File: src/include/core_exec_pkg.sv
`default_nettype none

package core_exec_pkg;

    // Instruction word layout
    localparam int INSTR_WIDTH = 12;
    localparam int DATA_WIDTH = 8;
    localparam int FILE_ADDR_WIDTH = 5;
    localparam int PC_WIDTH = 11;
    localparam int BRANCH_IMM_WIDTH = 9;
    localparam int DEST_BIT = 5;
    localparam int PAGE_LSB = 5;
    localparam int PAGE_MSB = 6;

    // Opcode patterns, compared against the bits above the operand
    localparam logic [5:0] DECREMENT_FILE_OPCODE = 6'h03;
    localparam logic [5:0] INCREMENT_FILE_OPCODE = 6'h0A;
    localparam logic [5:0] DECREMENT_SKIP_OPCODE = 6'h0B;
    localparam logic [5:0] INCREMENT_SKIP_OPCODE = 6'h0F;
    localparam logic [2:0] BRANCH_OPCODE = 3'h5;
    localparam logic [3:0] OR_LITERAL_OPCODE = 4'hD;

    // Reset values
    localparam logic [7:0] ACC_RESET = 8'h00;
    localparam logic ZERO_RESET = 1'b0;
    localparam logic [10:0] PC_RESET = 11'h000;

    typedef struct packed {
        logic we;
        logic [FILE_ADDR_WIDTH-1:0] addr;
        logic [DATA_WIDTH-1:0] data;
    } file_write_type;

    typedef struct packed {
        logic load;
        logic [PC_WIDTH-1:0] value;
    } pc_load_type;

endpackage

`default_nettype wire
File: src/hdl/core_incdec_skip_branch_op_or.sv
// Contract
// [RULE1] decrement_file_op: file minus one to accumulator (d=0) or file (d=1); zero updated
// [RULE2] increment_file_op: file plus one to accumulator (d=0) or file (d=1); zero updated
// [RULE3] decrement_skip_zero_op: decrement to destination, flags kept, skip on zero result
// [RULE4] increment_skip_zero_op: increment to destination, flags kept, skip on zero result
// [RULE5] Skip discards the already fetched next instruction as no_operation; two cycles
// [RULE6] branch_op loads immediate into pc 8:0 and status 6:5 into pc 10:9
// [RULE7] branch_op takes two cycles and leaves all flags unchanged
// [RULE8] or_literal_op ORs accumulator with literal into accumulator; zero updated
// [RULE9] Zero flag set when 8-bit result is zero, cleared otherwise
`default_nettype none

module core_incdec_skip_branch_op_or
    import core_exec_pkg::*;
(
    // Clock and reset
    input wire logic clk_in,
    input wire logic resetn_in,
    // Instruction slot
    input wire logic [INSTR_WIDTH-1:0] instr_in,
    input wire logic instr_valid_in,
    // File register read data and status page bits
    input wire logic [DATA_WIDTH-1:0] file_rdata_in,
    input wire logic [DATA_WIDTH-1:0] status_in,
    // File register write port
    output var file_write_type file_write_out,
    // Core state
    output logic [DATA_WIDTH-1:0] acc_out,
    output logic zero_out,
    // Program flow
    output var pc_load_type pc_load_out,
    output logic skip_out,
    output logic discard_out
);

    typedef enum logic {st_run, st_flush} slot_state_type;

    slot_state_type state;
    logic exec;
    logic is_dec;
    logic is_inc;
    logic is_dsz;
    logic is_isz;
    logic is_branch;
    logic is_or;
    logic dest_file;
    logic [DATA_WIDTH-1:0] dec_value;
    logic [DATA_WIDTH-1:0] inc_value;
    logic [DATA_WIDTH-1:0] or_value;
    logic [DATA_WIDTH-1:0] alu_result;
    logic file_op;
    logic zero_update;
    logic skip_hit;

    // Decode; a slot in flush state is never executed
    assign exec = instr_valid_in && (state == st_run);
    assign is_dec = instr_in[11:6] == DECREMENT_FILE_OPCODE;
    assign is_inc = instr_in[11:6] == INCREMENT_FILE_OPCODE;
    assign is_dsz = instr_in[11:6] == DECREMENT_SKIP_OPCODE;
    assign is_isz = instr_in[11:6] == INCREMENT_SKIP_OPCODE;
    assign is_branch = instr_in[11:9] == BRANCH_OPCODE;
    assign is_or = instr_in[11:8] == OR_LITERAL_OPCODE;
    assign dest_file = instr_in[DEST_BIT];

    assign dec_value = file_rdata_in - 8'h01;
    assign inc_value = file_rdata_in + 8'h01;
    assign or_value = acc_out | instr_in[7:0];
    assign file_op = is_dec || is_inc || is_dsz || is_isz;
    assign zero_update = exec && (is_dec || is_inc || is_or);

    always_comb
    begin
        if (is_dec || is_dsz)
        begin
            alu_result = dec_value;
        end
        else if (is_inc || is_isz)
        begin
            alu_result = inc_value;
        end
        else
        begin
            alu_result = or_value;
        end
    end

    assign skip_hit = exec && (is_dsz || is_isz) && (alu_result == 8'h00); // [RULE3] [RULE4]

    // Accumulator
    always_ff @(posedge clk_in or negedge resetn_in)
    begin
        if (!resetn_in)
        begin
            acc_out <= ACC_RESET;
        end
        else if (exec && file_op && !dest_file)
        begin
            acc_out <= alu_result; // [RULE1] [RULE2] [RULE3] [RULE4]
        end
        else if (exec && is_or)
        begin
            acc_out <= or_value; // [RULE8]
        end
    end

    // File write-back, one cycle after the slot
    always_ff @(posedge clk_in or negedge resetn_in)
    begin
        if (!resetn_in)
        begin
            file_write_out <= '0;
        end
        else
        begin
            file_write_out.we <= exec && file_op && dest_file; // [RULE1] [RULE2]
            file_write_out.addr <= instr_in[FILE_ADDR_WIDTH-1:0];
            file_write_out.data <= alu_result;
        end
    end

    // Zero flag; skip forms and branch never touch it
    always_ff @(posedge clk_in or negedge resetn_in)
    begin
        if (!resetn_in)
        begin
            zero_out <= ZERO_RESET;
        end
        else if (zero_update)
        begin
            zero_out <= (alu_result == 8'h00); // [RULE9]
        end
    end

    // Branch target
    always_ff @(posedge clk_in or negedge resetn_in)
    begin
        if (!resetn_in)
        begin
            pc_load_out.load <= 1'b0;
            pc_load_out.value <= PC_RESET;
        end
        else
        begin
            pc_load_out.load <= exec && is_branch;
            if (exec && is_branch)
            begin
                pc_load_out.value <= {status_in[PAGE_MSB:PAGE_LSB],
                    instr_in[BRANCH_IMM_WIDTH-1:0]}; // [RULE6]
            end
        end
    end

    // Slot control: the fetched follower of a skip or branch becomes no_operation
    always_ff @(posedge clk_in or negedge resetn_in)
    begin
        if (!resetn_in)
        begin
            state <= st_run;
            discard_out <= 1'b0;
            skip_out <= 1'b0;
        end
        else
        begin
            skip_out <= skip_hit;
            unique case (state)
                st_run:
                begin
                    if (skip_hit || (exec && is_branch))
                    begin
                        state <= st_flush; // [RULE5] [RULE7]
                        discard_out <= 1'b1;
                    end
                end
                st_flush:
                begin
                    if (instr_valid_in)
                    begin
                        state <= st_run; // [RULE5]
                        discard_out <= 1'b0;
                    end
                end
            endcase
        end
    end
endmodule // core_incdec_skip_branch_op_or

`default_nettype wire

File: config.mk
export PLATFORM = sky130hd
export DESIGN_NAME = core_incdec_skip_branch_op_or
export DESIGN_NICKNAME = d
export VERILOG_FILES = /design/src/include/core_exec_pkg.sv /design/src/hdl/core_incdec_skip_branch_op_or.sv
export SDC_FILE = /design/constraint.sdc
export NUM_CORES = 1
export LEC_CHECK = 0
export BUFFER_PORTS_ARGS = -buffer_cell sky130_fd_sc_hd__buf_2
export CAP_MARGIN = 5
export CELL_PAD_IN_SITES_DETAIL_PLACEMENT = 0
export CELL_PAD_IN_SITES_GLOBAL_PLACEMENT = 1
export CORE_UTILIZATION = 40
export CTS_CLUSTER_DIAMETER = 60
export CTS_CLUSTER_SIZE = 40
export DETAILED_ROUTE_END_ITERATION = 7
export PLACE_DENSITY = 0.86
export REMOVE_ABC_BUFFERS = 1
export SETUP_SLACK_MARGIN = 0.3
export SLEW_MARGIN = 20
export SYNTH_ARGS = -nofsm -noshare
export SYNTH_HDL_FRONTEND = slang
export SYNTH_SLANG_ARGS = --single-unit
File: constraint.sdc
create_clock -name clk_in -period 4.4 [get_ports clk_in]
set_input_delay 0.44 -clock clk_in [delete_from_list [all_inputs] [get_ports clk_in]]
set_output_delay 0.44 -clock clk_in [all_outputs]
set_load 0.005 [all_outputs]
==> qor.csv <==
stage,metric,value,unit
floorplanning,Die W,70.73,microns
synthesis,Cells after Synth,174,
timing,RSZ-0062 raised after global routing,false,
layout,Diodes inserted,0,
worst_setup_path,worst endpoint required time,4.63,ns
worst_setup_path,"Arr. time, crit path",2.58,ns
timing,final hold violations,0,
placed_design,DP Cell Count,280,
worst_setup_path,worst reg-to-reg path cell count,5,
status,failing checks,design-rule violations,
synthesis,"Distinct cells, synth",48,
floorplanning,initial core utilization,42.51,%
layout,synthesis-to-finish area growth,25.89,%
synthesis,number of synthesized register bits,38,
worst_setup_path,critical path class,input port to register,
layout,fill cell count,430,
power_and_ir_drop,Power Density,500.9,nW/um^2
worst_setup_path,Critical path origin,instr_in[7],
synthesis,synth warn,0,
layout,final non-filler cell total,288,
worst_setup_path,capturing point of the worst reg2reg path,acc_out[1],
timing,max-slew violations,0,
status,status,"finished, violations left",
routing,Routed Antenna Nets,0,
synthesis,main area contributors after synthesis,"dfrtp_1, mux2_2, o21ai_0",
clock_network,CTS Hold Bufs,0,
routing,Vias/cell,5.375,
clock_network,CTS Buffer Depth,2,
synthesis,post-synth top area share,50.33,%
min_path,Hold Crit Class,input port to asynchronous set/reset pin,
timing,Final period util,53.24,%
clock_network,Clock Latency Late Sink,0.29,ns
worst_setup_path,Startpoint Class,input port,
grt,global-route wire length before repair,7.072,mm
timing,setup TNS,0,ns
routing,Vias,1548,
grt,antenna violations before repair,0,
layout,area of the multi-input gates,893.4,sq um
clock_network,CTS Root Cell,clkbuf_8,
placed_design,port bufs,61,
run,Max-cap violations,0,
synthesis,Synth area leader,dfrtp_1,
floorplanning,Total Die Area,5002,sq um
grt,overall overflow remaining after global route,0,
grt,vias in the first global route,1446,
timing,Clock Skews,0.006513,ns
worst_setup_path,CP Capture Type,register,
clock_network,Num CTS Buffers,5,
placed_design,post-DP HPWL,3.160,mm
clock_network,TritonCTS clock tree,done,
layout,Register Area,950.9,sq um
placed_design,RD Place Congestion,0.8485,
synthesis,most common cell in the netlist,dfrtp_1,
worst_setup_path,worst r2r src,state,
power_and_ir_drop,Worst VDD drop,0.2695,mV
layout,# nets final,268,
layout,final core occ,53.52,%
synthesis,Synth async-reset ratio,100.0,%
clock_network,clk sink count,38,
grt,GRT Overall Usage,18.37,%
timing,Slew HR,39.60,%
floorplanning,core box area,4444,sq um
synthesis,ys flop type,dfrtp_1,
timing,setup violators final,0,
synthesis,Syn Area/Cell,10.86,sq um
timing,Worst Max-Slew Pin Slew,0.9046,ns
floorplanning,Die Ht,70.73,microns
routing,final WL,4.273,mm
floorplanning,IO Pins,68,
routing,drt first pass iters,6,
synthesis,Mapped Area,1889,sq um
power_and_ir_drop,Leakage,1.064,nW
clock_network,Post-CTS Resized,0,
routing,initial DRC count,74,
routing,drt drc,14,
synthesis,synth cell count leaders,"dfrtp_1, mux2_2, nand2_1, o21ai_0, a21oi_1",
clock_network,"Reg clk slew, reported paths",0.08,ns
worst_setup_path,CP Max Fanout,11,
timing,FMAX,426.9,MHz
worst_setup_path,CP endpoint,zero_out,
worst_setup_path,R2R Setup Slk,2.40,ns
floorplanning,Row Count,24,
grt,largest net degree at the start of global routing,39,
timing,crit path time final,2.343,ns
clock_network,post-CTS setup buffer count,0,
layout,fraction of layout cells with a size suffix above 1,38.14,%
clock_network,H-tree levels,2,
synthesis,number of synthesized flops with an enable pin,0,
routing,Routed WL per cell,14.84,microns
synthesis,post-synthesis sequential area ratio,50.33,%
-- critical path, stage by stage --
cell and delay, ns:
buf_2 0.15, nor3b_4 0.35, nand2_1 0.34, o31a_1 0.21, a2bb2oi_1 0.27, nand4_1 0.27, nor4b_1 0.33, mux2_2 0.20
-- per-layer routing --
metal	GRT usage [%]	routed length [microns]
met1	23.25	1951
met2	31.41	2054
met3	4.843	227
met4	4.667	40
met5	0	0
-- cells in the final DEF, fill, tap and decap left out, types with 3 or more instances in the layout --
master    count
nand2_1      12
clkbuf_8      5
nand4_1       4
or3_1         3
buf_2        61
xor2_1        3
a21oi_1      11
nand3_1       6
inv_1         7
dfrtp_1      38
o21ai_0      12
xnor2_1       3
a211oi_1      5
mux2_2       12
nor2_1        8
-- registers in the layout, indices dropped and copies added (netlist names) --
signal and flops:
skip_out 1, zero_out 1, state 1, discard_out 1, pc_load_out 12, file_write_out 14
acc_out 8
-- through the flow --
| stage | setup slack (ns) | area (sq um) | total power, mW | hold WS [ns] |
|---|---|---|---|---|
| after floorplan | 1.916 | 1856 | 0.6793 | 0.1444 |
| after global placement | 1.750 | 2241 | 0.8362 | 0.4720 |
| after detailed placement | 1.758 | 2241 | 0.8492 | 0.4744 |
| after CTS | 2.069 | 2379 | 1.207 | 0.2725 |
| after global routing | 1.868 | 2379 | 1.267 | 0.2801 |
| final | 2.058 | 2379 | 1.191 | 0.2472 |
-- kinds of logic after synthesis --
| family | count (synthesis) | synth area share [%] |
|---|---|---|
| AO/OA/AOI/OAI | 44 | 15.63 |
| adder cells (fa/ha/maj) | 3 | 1.854 |
| multiplexers | 13 | 7.682 |
| flip-flops | 38 | 50.33 |
| XOR/XNOR | 7 | 3.643 |
| buffers and inverters | 14 | 3.179 |
| AND/OR/NAND/NOR | 55 | 17.68 |
-- power breakdown --
group	switching (mW)	internal (mW)	leakage [nW]	total, mW
sequential	0.0549	0.457	0.449	0.512
clock	0.128	0.227	0.0683	0.355
combinational	0.155	0.170	0.547	0.324
total	0.338	0.854	1.06	1.19
-- worst min-delay path by stage --
stage | start | end | slack [ns] | depth (start not counted)
global route | instr_in[2] | file_write_out[10] | 0.28 | 1
floorplan | resetn_in | acc_out[0] | 0.14 | 0
detailed placement | discard_out | discard_out | 0.47 | 1
global placement | discard_out | discard_out | 0.47 | 1
CTS | resetn_in | file_write_out[7] | 0.27 | 1
finish | resetn_in | acc_out[6] | 0.25 | 1
-- layout make-up --
class	instances	share of cell area, %
clock buffers	5	2.893
well taps	52	2.735
repair buffers	61	12.84
flip-flops and latches	38	39.98
multi-input cells	122	37.56
clock inverters	3	2.893
inverters	7	1.105
(Power assumes the default switching activity.)
